File: config.mk
export PLATFORM = sky130hd
export DESIGN_NAME = clie_core
export DESIGN_NICKNAME = d
export VERILOG_FILES = /design/src/rtl/clie_pkg.sv /design/src/rtl/clie_core.sv
export VERILOG_INCLUDE_DIRS = /design/src /design/src/rtl
export SDC_FILE = /design/constraint.sdc
export NUM_CORES = 2
export LEC_CHECK = 0
export BUFFER_PORTS_ARGS = -buffer_cell sky130_fd_sc_hd__buf_4
export CAP_MARGIN = 30
export CORE_MARGIN = 1
export CORE_UTILIZATION = 60
export CTS_BUF_LIST = sky130_fd_sc_hd__clkbuf_4 sky130_fd_sc_hd__clkbuf_8
export DETAILED_ROUTE_END_ITERATION = 16
export PLACE_DENSITY = 0.77
export SKIP_CTS_REPAIR_TIMING = 1
export SLEW_MARGIN = 20
export SYNTH_ARGS = -nofsm -noshare
export SYNTH_HDL_FRONTEND = slang
export SYNTH_SLANG_ARGS = --single-unit
File: constraint.sdc
create_clock -name ref_clk_i -period 5.7 [get_ports ref_clk_i]
set_input_delay 1.14 -clock ref_clk_i [delete_from_list [all_inputs] [get_ports ref_clk_i]]
set_output_delay 1.14 -clock ref_clk_i [all_outputs]
set_load 0.05 [all_outputs]
File: src/rtl/clie_params.svh
/*
 * constants of the character display instruction engine: register offsets,
 * field positions, address ranges and timing figures.
 * assumes a 100 MHz core clock and a 250 kHz display reference oscillator.
 */
`ifndef CLIE_PARAMS_SVH
`define CLIE_PARAMS_SVH

// register byte offsets on the avalon slave
`define CLIE_OFF_INSTR 4'h0
`define CLIE_OFF_DATA 4'h4

// opcode bit positions, decoded by highest set bit
`define CLIE_OP_DDADDR 7
`define CLIE_OP_CGADDR 6
`define CLIE_OP_FUNC 5
`define CLIE_OP_SHIFT 4
`define CLIE_OP_DISP 3
`define CLIE_OP_ENTRY 2
`define CLIE_OP_HOME 1
`define CLIE_OP_CLEAR 0

// address ranges of the text ram
`define CLIE_ONE_LAST 7'h4F
`define CLIE_L1_LAST 7'h27
`define CLIE_L2_FIRST 7'h40
`define CLIE_L2_LAST 7'h67
`define CLIE_TEXT_DEPTH 80
`define CLIE_LINE_LEN 40
`define CLIE_GLYPH_DEPTH 64
`define CLIE_SPACE_CODE 8'h20

// timing
`define CLIE_CLK_KHZ 100000
`define CLIE_OSC_KHZ 250
`define CLIE_REF_PER_OSC (`CLIE_CLK_KHZ / `CLIE_OSC_KHZ)
`define CLIE_EXEC_US 40
`define CLIE_EXEC_CYC (`CLIE_EXEC_US * (`CLIE_CLK_KHZ / 1000))
`define CLIE_LONG_US 1640
`define CLIE_LONG_CYC (`CLIE_LONG_US * (`CLIE_CLK_KHZ / 1000))
`define CLIE_BLINK_US 409600
`define CLIE_BLINK_CYC (`CLIE_BLINK_US * (`CLIE_CLK_KHZ / 1000))
`define CLIE_ROW_OSC_8 400
`define CLIE_ROW_OSC_11 291
`define CLIE_ROW_OSC_16 200
`define CLIE_COM_8 8
`define CLIE_COM_11 11
`define CLIE_COM_16 16

`endif

File: src/rtl/clie_pkg.sv
/*
 * types of the character display instruction engine.
 * assumes nothing beyond a sv compiler.
 */
package clie_pkg;
    typedef enum logic {CLIE_RUN, CLIE_CLEARING} clie_state_e;
    typedef logic [6:0] clie_addr_t;
endpackage : clie_pkg
File: src/rtl/clie_core.sv
/*
 * instruction decoder and executor of a character dot-matrix display controller,
 * reached over an avalon-mm slave with waitrequest, plus common-line scan timing.
 * assumes a synchronous avalon master on ref_clk_i and display drive logic
 * that reads text ram through disp_addr_i on the same clock.
 */
`timescale 1ns/1ps
`default_nettype none
`include "clie_params.svh"

// Function
// after each ram data access, step address counter up or down by entry direction
// with shift enabled, text writes shift window left on increment, right on decrement
// data read steps the address but never shifts the display
// display enable blanks or shows the panel, text ram kept intact
// cursor draws five dots on row 8 or row 11, stepping unaffected
// blink alternates cursor character with blank every 409.6 ms
// shift command: 00 cursor left, 01 cursor right, 10 display left, 11 right
// display-only shift leaves address counter unchanged
// two-line: cursor wraps 27 to 40; shifts wrap each line within itself
// bus width bit chooses eight-bit or nibble transfers, nibbles in pairs
// format command first; later ignored unless it changes bus width
// line and font bits give 1/8, 1/11 or 1/16 duty formats
// glyph address command loads six bits and selects glyph ram
// text address command loads seven bits and selects text ram
// busy flag is set while executing; other instructions then refused
// status read returns busy flag with seven-bit address counter
// data write stores byte in selected ram, then steps and shifts
// host sets address before reading; first read otherwise stale
// cursor shift reloads the read path like a text address command
// host must not read right after a write without an address set
// scan 8, 11 or 16 commons; unused commons stay non-selected
// row lasts 400 oscillator clocks at 1/8 and 200 at 1/16
// nibble mode sends high nibble first then low, status included
// instruction decoded by the highest set data bit
module clie_core #(
    parameter int unsigned LONG_CYC = `CLIE_LONG_CYC,
    parameter int unsigned BLINK_CYC = `CLIE_BLINK_CYC,
    parameter int unsigned ROW_CYC_8 = `CLIE_ROW_OSC_8 * `CLIE_REF_PER_OSC,
    parameter int unsigned ROW_CYC_11 = `CLIE_ROW_OSC_11 * `CLIE_REF_PER_OSC,
    parameter int unsigned ROW_CYC_16 = `CLIE_ROW_OSC_16 * `CLIE_REF_PER_OSC
) (
    // clock and reset
    input wire logic ref_clk_i,
    input wire logic resetn_i,
    // avalon-mm slave
    input wire logic [3:0] avs_address_i,
    input wire logic avs_read_i,
    input wire logic avs_write_i,
    input wire logic [31:0] avs_writedata_i,
    input wire logic [3:0] avs_byteenable_i,
    output logic [31:0] avs_readdata_o,
    output logic avs_waitrequest_o,
    // display drive side
    input wire logic [6:0] disp_addr_i,
    output logic [7:0] disp_char_o,
    output logic [15:0] common_outputs_o,
    output logic disp_on_o,
    output logic cursor_dots_o,
    output logic blink_blank_o,
    output logic [6:0] disp_offset_o,
    output logic [6:0] cursor_addr_o
);
    localparam int unsigned EXEC_CYC = `CLIE_EXEC_CYC;

    function automatic clie_pkg::clie_addr_t step_addr(input clie_pkg::clie_addr_t a, input logic up,
                                                       input logic two, input logic cg);
        clie_pkg::clie_addr_t r;
        r = up ? 7'(a + 7'h01) : 7'(a - 7'h01);
        if (cg) begin
            r = {1'b0, r[5:0]};
        end else if (two) begin
            if (up && a == `CLIE_L1_LAST) r = `CLIE_L2_FIRST;
            else if (up && a == `CLIE_L2_LAST) r = 7'h00;
            else if (!up && a == 7'h00) r = `CLIE_L2_LAST;
            else if (!up && a == `CLIE_L2_FIRST) r = `CLIE_L1_LAST;
        end else begin
            if (up && a == `CLIE_ONE_LAST) r = 7'h00;
            else if (!up && a == 7'h00) r = `CLIE_ONE_LAST;
        end
        return r;
    endfunction : step_addr

    function automatic logic [6:0] text_index(input clie_pkg::clie_addr_t a, input logic two);
        return (two && a >= `CLIE_L2_FIRST) ? 7'(a - `CLIE_L2_FIRST + 7'(`CLIE_LINE_LEN)) : a;
    endfunction : text_index

    function automatic logic [6:0] shift_off(input logic [6:0] o, input logic left, input logic two);
        logic [6:0] last;
        last = two ? 7'(`CLIE_LINE_LEN - 1) : 7'(`CLIE_TEXT_DEPTH - 1);
        if (left) return (o >= last) ? 7'h00 : 7'(o + 7'h01);
        return (o == 7'h00 || o > last) ? last : 7'(o - 7'h01);
    endfunction : shift_off

    logic [7:0] text_ram [`CLIE_TEXT_DEPTH];
    logic [7:0] glyph_ram [`CLIE_GLYPH_DEPTH];
    clie_pkg::clie_state_e state;
    clie_pkg::clie_addr_t address_counter;
    logic [6:0] clr_ptr;
    logic [31:0] busy_cnt;
    logic sel_glyph, inc_dir, shift_en, disp_en, cur_en, blink_en;
    logic bus_width_select, two_line, tall_font, format_done;
    logic nib_phase;
    logic [3:0] hi_nib;
    logic [7:0] rd_buf;
    logic prefetch;
    logic [6:0] offset;
    logic [31:0] row_cnt, blink_cnt;
    logic [3:0] row;
    logic blink_phase;

    // bus decode
    wire busy_flag = (state == clie_pkg::CLIE_CLEARING) || (busy_cnt != 32'h0);
    wire acc = (avs_read_i || avs_write_i) && !avs_waitrequest_o;
    wire sel_ins = avs_address_i == `CLIE_OFF_INSTR;
    wire sel_dat = avs_address_i == `CLIE_OFF_DATA;
    wire mapped = sel_ins || sel_dat;
    wire complete = bus_width_select || nib_phase;
    wire wr_ok = acc && avs_write_i && avs_byteenable_i[0] && mapped;
    wire [7:0] wbyte = bus_width_select ? avs_writedata_i[7:0] : {hi_nib, avs_writedata_i[7:4]};
    wire do_ins = wr_ok && sel_ins && complete && !busy_flag;
    wire do_dat = wr_ok && sel_dat && complete && !busy_flag;
    wire do_rd = acc && avs_read_i && sel_dat && complete && !busy_flag;
    wire [7:0] rbyte = sel_ins ? {busy_flag, address_counter} : rd_buf;
    wire [7:0] rlane = bus_width_select ? rbyte : {(nib_phase ? rbyte[3:0] : rbyte[7:4]), 4'h0};
    wire [31:0] next_readdata = mapped ? {24'h0, rlane} : 32'h0;

    // instruction decode by highest set bit
    wire op_dd = do_ins && wbyte[`CLIE_OP_DDADDR];
    wire op_cg = do_ins && wbyte[7:6] == 2'b01;
    wire op_fn = do_ins && wbyte[7:5] == 3'b001;
    wire op_sh = do_ins && wbyte[7:4] == 4'b0001;
    wire op_dc = do_ins && wbyte[7:3] == 5'b00001;
    wire op_em = do_ins && wbyte[7:2] == 6'b000001;
    wire op_hm = do_ins && wbyte[7:1] == 7'b0000001;
    wire op_cl = do_ins && wbyte == 8'h01;
    wire sh_disp = wbyte[3];
    wire sh_right = wbyte[2];
    wire fn_apply = op_fn && (!format_done || wbyte[4] != bus_width_select);
    wire text_wr = do_dat && !sel_glyph;
    wire [6:0] wr_idx = text_index(address_counter, two_line);
    wire text_we = (state == clie_pkg::CLIE_CLEARING) || (text_wr && wr_idx < 7'(`CLIE_TEXT_DEPTH));

    // avalon handshake: one wait state, then answer
    always_ff @(posedge ref_clk_i or negedge resetn_i) begin
        if (!resetn_i) begin
            avs_waitrequest_o <= 1'b1;
            avs_readdata_o <= 32'h0;
        end else begin
            avs_waitrequest_o <= !(avs_waitrequest_o && (avs_read_i || avs_write_i));
            if (avs_waitrequest_o && avs_read_i) avs_readdata_o <= next_readdata;
        end
    end

    // nibble pairing, cleared when the width changes
    always_ff @(posedge ref_clk_i or negedge resetn_i) begin
        if (!resetn_i) begin
            nib_phase <= 1'b0;
            hi_nib <= 4'h0;
        end else if (fn_apply || bus_width_select) begin
            nib_phase <= 1'b0;
        end else if (acc && mapped && (avs_read_i || avs_byteenable_i[0])) begin
            nib_phase <= !nib_phase;
            if (!nib_phase) hi_nib <= avs_writedata_i[7:4];
        end
    end

    // busy timer and clear sequencer
    always_ff @(posedge ref_clk_i or negedge resetn_i) begin
        if (!resetn_i) begin
            busy_cnt <= 32'h0;
            state <= clie_pkg::CLIE_CLEARING;
            clr_ptr <= 7'h00;
        end else begin
            if (op_cl || op_hm) busy_cnt <= 32'(LONG_CYC);
            else if (do_ins || do_dat || do_rd) busy_cnt <= 32'(EXEC_CYC);
            else if (busy_cnt != 32'h0) busy_cnt <= busy_cnt - 32'h1;
            case (state)
                clie_pkg::CLIE_RUN: begin
                    if (op_cl) state <= clie_pkg::CLIE_CLEARING;
                    clr_ptr <= 7'h00;
                end
                clie_pkg::CLIE_CLEARING: begin
                    clr_ptr <= 7'(clr_ptr + 7'h01);
                    if (clr_ptr == 7'(`CLIE_TEXT_DEPTH - 1)) state <= clie_pkg::CLIE_RUN;
                end
                default: state <= clie_pkg::CLIE_RUN;
            endcase
        end
    end

    // rams: contents never touched by display enable
    always_ff @(posedge ref_clk_i) begin
        if (text_we) text_ram[state == clie_pkg::CLIE_CLEARING ? clr_ptr : wr_idx] <=
                (state == clie_pkg::CLIE_CLEARING) ? `CLIE_SPACE_CODE : wbyte;
        if (do_dat && sel_glyph) glyph_ram[address_counter[5:0]] <= wbyte;
        if (prefetch) rd_buf <= sel_glyph ? glyph_ram[address_counter[5:0]] :
                text_ram[text_index(address_counter, two_line)];
        disp_char_o <= text_ram[text_index(disp_addr_i, two_line)];
    end

    // address counter, ram select and read prefetch
    always_ff @(posedge ref_clk_i or negedge resetn_i) begin
        if (!resetn_i) begin
            address_counter <= 7'h00;
            sel_glyph <= 1'b0;
            prefetch <= 1'b0;
        end else begin
            prefetch <= op_dd || op_cg || (op_sh && !sh_disp) || do_rd;
            if (op_dd) begin
                address_counter <= wbyte[6:0];
                sel_glyph <= 1'b0;
            end else if (op_cg) begin
                address_counter <= {1'b0, wbyte[5:0]};
                sel_glyph <= 1'b1;
            end else if (op_cl || op_hm) begin
                address_counter <= 7'h00;
                sel_glyph <= 1'b0;
            end else if (op_sh && !sh_disp) begin
                address_counter <= step_addr(address_counter, sh_right, two_line, sel_glyph);
            end else if (do_dat || do_rd) begin
                address_counter <= step_addr(address_counter, inc_dir, two_line, sel_glyph);
            end
        end
    end

    // display offset: both lines move together, each within its own line
    always_ff @(posedge ref_clk_i or negedge resetn_i) begin
        if (!resetn_i) offset <= 7'h00;
        else if (op_cl || op_hm) offset <= 7'h00;
        else if (op_sh && sh_disp) offset <= shift_off(offset, !sh_right, two_line);
        else if (text_wr && shift_en) offset <= shift_off(offset, inc_dir, two_line);
    end

    // mode bits
    always_ff @(posedge ref_clk_i or negedge resetn_i) begin
        if (!resetn_i) begin
            {inc_dir, shift_en, disp_en, cur_en, blink_en} <= 5'b10000;
            {bus_width_select, two_line, tall_font, format_done} <= 4'b1000;
        end else begin
            if (op_cl) inc_dir <= 1'b1;
            if (op_em) {inc_dir, shift_en} <= wbyte[1:0];
            if (op_dc) {disp_en, cur_en, blink_en} <= wbyte[2:0];
            if (fn_apply) begin
                bus_width_select <= wbyte[4];
                format_done <= 1'b1;
                if (!format_done) {two_line, tall_font} <= {wbyte[3], wbyte[2] && !wbyte[3]};
            end
        end
    end

    // common scan and blink timing
    wire [3:0] ncom = two_line ? 4'(`CLIE_COM_16 - 1) : (tall_font ? 4'(`CLIE_COM_11 - 1) : 4'(`CLIE_COM_8 - 1));
    wire [31:0] row_len = two_line ? 32'(ROW_CYC_16) : (tall_font ? 32'(ROW_CYC_11) : 32'(ROW_CYC_8));
    wire row_end = row_cnt >= row_len - 32'h1;
    wire [3:0] next_row = (row >= ncom) ? 4'h0 : 4'(row + 4'h1);
    wire [3:0] cur_row = two_line ? (address_counter >= `CLIE_L2_FIRST ? 4'hF : 4'h7) : (tall_font ? 4'hA : 4'h7);

    always_ff @(posedge ref_clk_i or negedge resetn_i) begin
        if (!resetn_i) begin
            row_cnt <= 32'h0;
            row <= 4'h0;
        end else if (row_end) begin
            row_cnt <= 32'h0;
            row <= next_row;
        end else begin
            row_cnt <= row_cnt + 32'h1;
        end
    end

    always_ff @(posedge ref_clk_i or negedge resetn_i) begin
        if (!resetn_i) begin
            blink_cnt <= 32'h0;
            blink_phase <= 1'b0;
        end else if (blink_cnt >= 32'(BLINK_CYC) - 32'h1) begin
            blink_cnt <= 32'h0;
            blink_phase <= !blink_phase;
        end else begin
            blink_cnt <= blink_cnt + 32'h1;
        end
    end

    // outputs; an unused common stays low as its non-selection level
    always_ff @(posedge ref_clk_i or negedge resetn_i) begin
        if (!resetn_i) begin
            common_outputs_o <= 16'h0000;
            {disp_on_o, cursor_dots_o, blink_blank_o} <= 3'b000;
            disp_offset_o <= 7'h00;
            cursor_addr_o <= 7'h00;
        end else begin
            common_outputs_o <= (row <= ncom) ? 16'(16'h0001 << row) : 16'h0000;
            disp_on_o <= disp_en;
            cursor_dots_o <= disp_en && cur_en && row == cur_row;
            blink_blank_o <= disp_en && blink_en && blink_phase;
            disp_offset_o <= offset;
            cursor_addr_o <= address_counter;
        end
    end
endmodule : clie_core
`default_nettype wire

==> flow_summary.yaml <==
outcome:
  status: "completed"
detailed_routing:
  drtIter0Drc: 6339
  avgViaCountPerCell: 7.13
  wirelength_um: 174000
  wl_per_cell_um: 30.8
  num_vias: 40373
  drc: 0
  drtPass1Iterations: 7
  ant_nets: 0
sta:
  fin_hold_ws_ps: 297
  rsz0062_at_grt: "no"
  layout_min_cycle_time_ps: 4540
  slew_headroom_pct: 27.1
  finalSetupViolCount: 0
  fin_tns_setup_ps: 0
  worst_pin_slew_ps: 1090
  max_freq_ghz: 0.220
  hold_viol: 0
  period_share_pct: 79.6
  fin_skew_ps: 55.4
  setup_slack_ps: 1160
  slew_violations: 0
floorplanning:
  dieWidth_um: 317
  io-pin-count: 125
  num_rows: 115
  dieArea_mm2: 0.101
  die_h_um: 317
  start_util_pct: 60.7
  coreArea_mm2: 0.0984
global_routing:
  gr-usage-met1_pct: 46.7
  grt_overflow_total: 0
  grt_usage_pct: 34.4
  grtUsageMet2_pct: 51.3
  grt_max_degree: 93
  busiest_layer: "met2"
  antenna_found_initial: 8
  grt_pass1_vias: 39114
  grt_pass1_wl_um: 254000
  grtUsageMet3_pct: 10.7
setup_path:
  reg2reg_to: "text_ram[63][1]"
  crit_path_top_delay_cell: "nor2_1"
  worstSetupPathType: "flop to flop"
  worst_setup_path_start_kind: "flop"
  slowest_delay_ps: 1050
  r2r-start: "busy_cnt[0]"
  endpoint: "text_ram[63][1]"
  worstPathArrival_ps: 5040
  cp.depth: 9
  crit_chain: "inv_1 -> ha_1 -> nor4b_1 -> nand4_1 -> nor3_2 -> buf_4 -> a31o_2 -> nand3_1 -> nor2_1"
  path_max_fanout: 10
  reg2reg_depth: 9
  path_buf_inv: 2
  startpoint: "busy_cnt[0]"
  critPathTopFamily: "simple AND/OR/NAND/NOR gates"
  crit_path_end_kind: "flop"
  cp.required_ps: 6200
  r2r_slack_ps: 1160
synthesis:
  synth_top_cell_area_share_pct: 58.3
  yosysWarnings: 0
  synth.area.mux_share_pct: 11.4
  synth_cell_types: 88
  synth_seq_cells: 1349
  synth_edf_count: 1160
  ys_seq_area_share_pct: 66.2
  synth_compound_area_share_pct: 10.3
  synthesis.area_mm2: 0.0597
  synth_adder_area_share_pct: 1.05
  synth-xor-area-share_pct: 1.55
  synth_simple_gate_area_share_pct: 7.31
  syn_inst: 3998
  synthArstFlopShare_pct: 13.4
  synth_ff_type: "edfxtp_1"
  synth_top_family_by_area: "multiplexers"
  synth_largest_area_cell: "edfxtp_1"
  synth.area.top_cells: "edfxtp_1 (58%), mux4_2 (8.0%), dfrtp_1 (7.4%), a22oi_1 (2.4%), mux2i_1 (2.3%)"
  yosysMostFrequentCell: "edfxtp_1"
  syn_avg_cell_area_um2: 14.9
  yosys-top-cells-count: "edfxtp_1 (1160), nor2_1 (344), mux4_2 (212)"
cts:
  path_clk_slew_ps: 60
  root_buffer: "clkbuf_8"
  htree_num_levels: 4
  cts-buffers-inserted: 206
  clk_latency_ps: 900
  tritoncts: "built"
  cts.path.max_buffers: 3
  cts.sinks: 1349
pwr:
  leakage_nw: 21.7
  max-vdd-ir-drop_mv: 0.216
  power_density_mw_per_mm2: 300
layout:
  fillers: 6463
  areaGrowthSynthToFinish_pct: 11.6
  fin_area_mm2: 0.0666
  final_nets: 4308
  drive_above_1_share_pct: 20.9
place:
  io_buffers: 73
  placedInstanceArea_mm2: 0.0624
  hpwl_um: 108000
  preCtsSetupSlack_ps: 1350
  gp_congestion: 0.965
run:
  cap_viol_max_count: 0
min_path:
  hold_path.class: "input port to async pin"
## placed cells by master, fill, tap and decap left out, types with 9 or more instances in the layout
| cell | instances |
|---|---|
| xor2_1 | 60 |
| and2_1 | 20 |
| mux2i_1 | 138 |
| a221oi_1 | 108 |
| ha_1 | 50 |
| o211ai_1 | 31 |
| a22o_1 | 56 |
| clkbuf_8 | 217 |
| clkinv_2 | 31 |
| o2111ai_1 | 12 |
| clkinv_1 | 35 |
| nand3_1 | 111 |
| edfxtp_1 | 1160 |
| dfrtp_1 | 174 |
| mux2_2 | 56 |
| a211oi_1 | 29 |
| nor2b_1 | 15 |
| nor3_1 | 50 |
| a221o_1 | 17 |
| buf_4 | 224 |
| and3_1 | 30 |
| mux4_2 | 212 |
| conb_1 | 44 |
| nor2_1 | 338 |
| o21ai_0 | 109 |
| nor4_1 | 15 |
| inv_1 | 25 |
| o22ai_1 | 28 |
| a21oi_1 | 102 |
| nand2_1 | 180 |
| a22oi_1 | 188 |
| xnor2_1 | 43 |
| nand2b_1 | 21 |
| buf_12 | 16 |
| or3_1 | 21 |
| o221ai_1 | 22 |
| clkbuf_4 | 80 |
| a31oi_1 | 44 |
| nand4_1 | 47 |
| and4_1 | 9 |
## where the power goes
| part | switching [W] | internal, W | total (W) |
|---|---|---|---|
| combinational | 0.000682 | 0.000247 | 0.000929 |
| clock | 0.00372 | 0.00434 | 0.00806 |
| sequential | 0.0000560 | 0.0110 | 0.0110 |
## layout make-up
class                      instances  area (um^2)  share of cell area (%)
sequential                      1349        39500                    59.3
multi-input combinational       2370        19200                    28.8
clock buffer                     296         3570                    5.36
timing repair buffer             244         2050                    3.07
tap                             1287         1610                    2.42
clock inverter                    78          553                   0.830
inverter                          36          135                   0.203
antenna                            6         15.0                  0.0225
## routing by layer
layer	part of all wire, %	vias to the layer above
met1	35	19778
met2	44	3510
met3	15	644
met5	0.028	-
met4	5.3	8
li1	-	16433
## stage by stage
step           std cells  util, %  power, W
2_1_floorplan       4040        -    0.0118
3_3_place_gp        5269     63.3    0.0121
3_5_place_dp        5276     63.4    0.0121
4_1_cts             5650     67.6    0.0200
5_1_grt             5661     67.7    0.0205
6_report            5666     67.7    0.0200
## worst min path at each step
stage,startpoint,cells past startpoint,end
CTS,resetn_i,1,blink_cnt[26]
floorplan,address_counter[2],0,cursor_addr_o[2]
detailed placement,disp_en,0,disp_on_o
global route,resetn_i,1,blink_cnt[14]
finish,resetn_i,1,blink_cnt[14]
global placement,disp_en,0,disp_on_o
## logic make-up (layout without fill, tap and decap cells)
group	count (synthesis)	after routing
flip-flops	1349	1349
AND/OR/NAND/NOR	916	916
AO/OA/AOI/OAI	848	848
multiplexers	406	406
buffers and inverters	321	654
XOR/XNOR	106	106
adder cells (fa/ha/maj)	50	50
other	2	50
## sequential cells by signal (all words and copies together) (netlist names), 8 cells and up
register	cells
rd_buf	8
disp_char_o	8
avs_readdata_o	8
busy_cnt	32
blink_cnt	32
glyph_ram	512
common_outputs_o	16
row_cnt	32
text_ram	640
No activity file was read; power rests on OpenSTA's default activity.
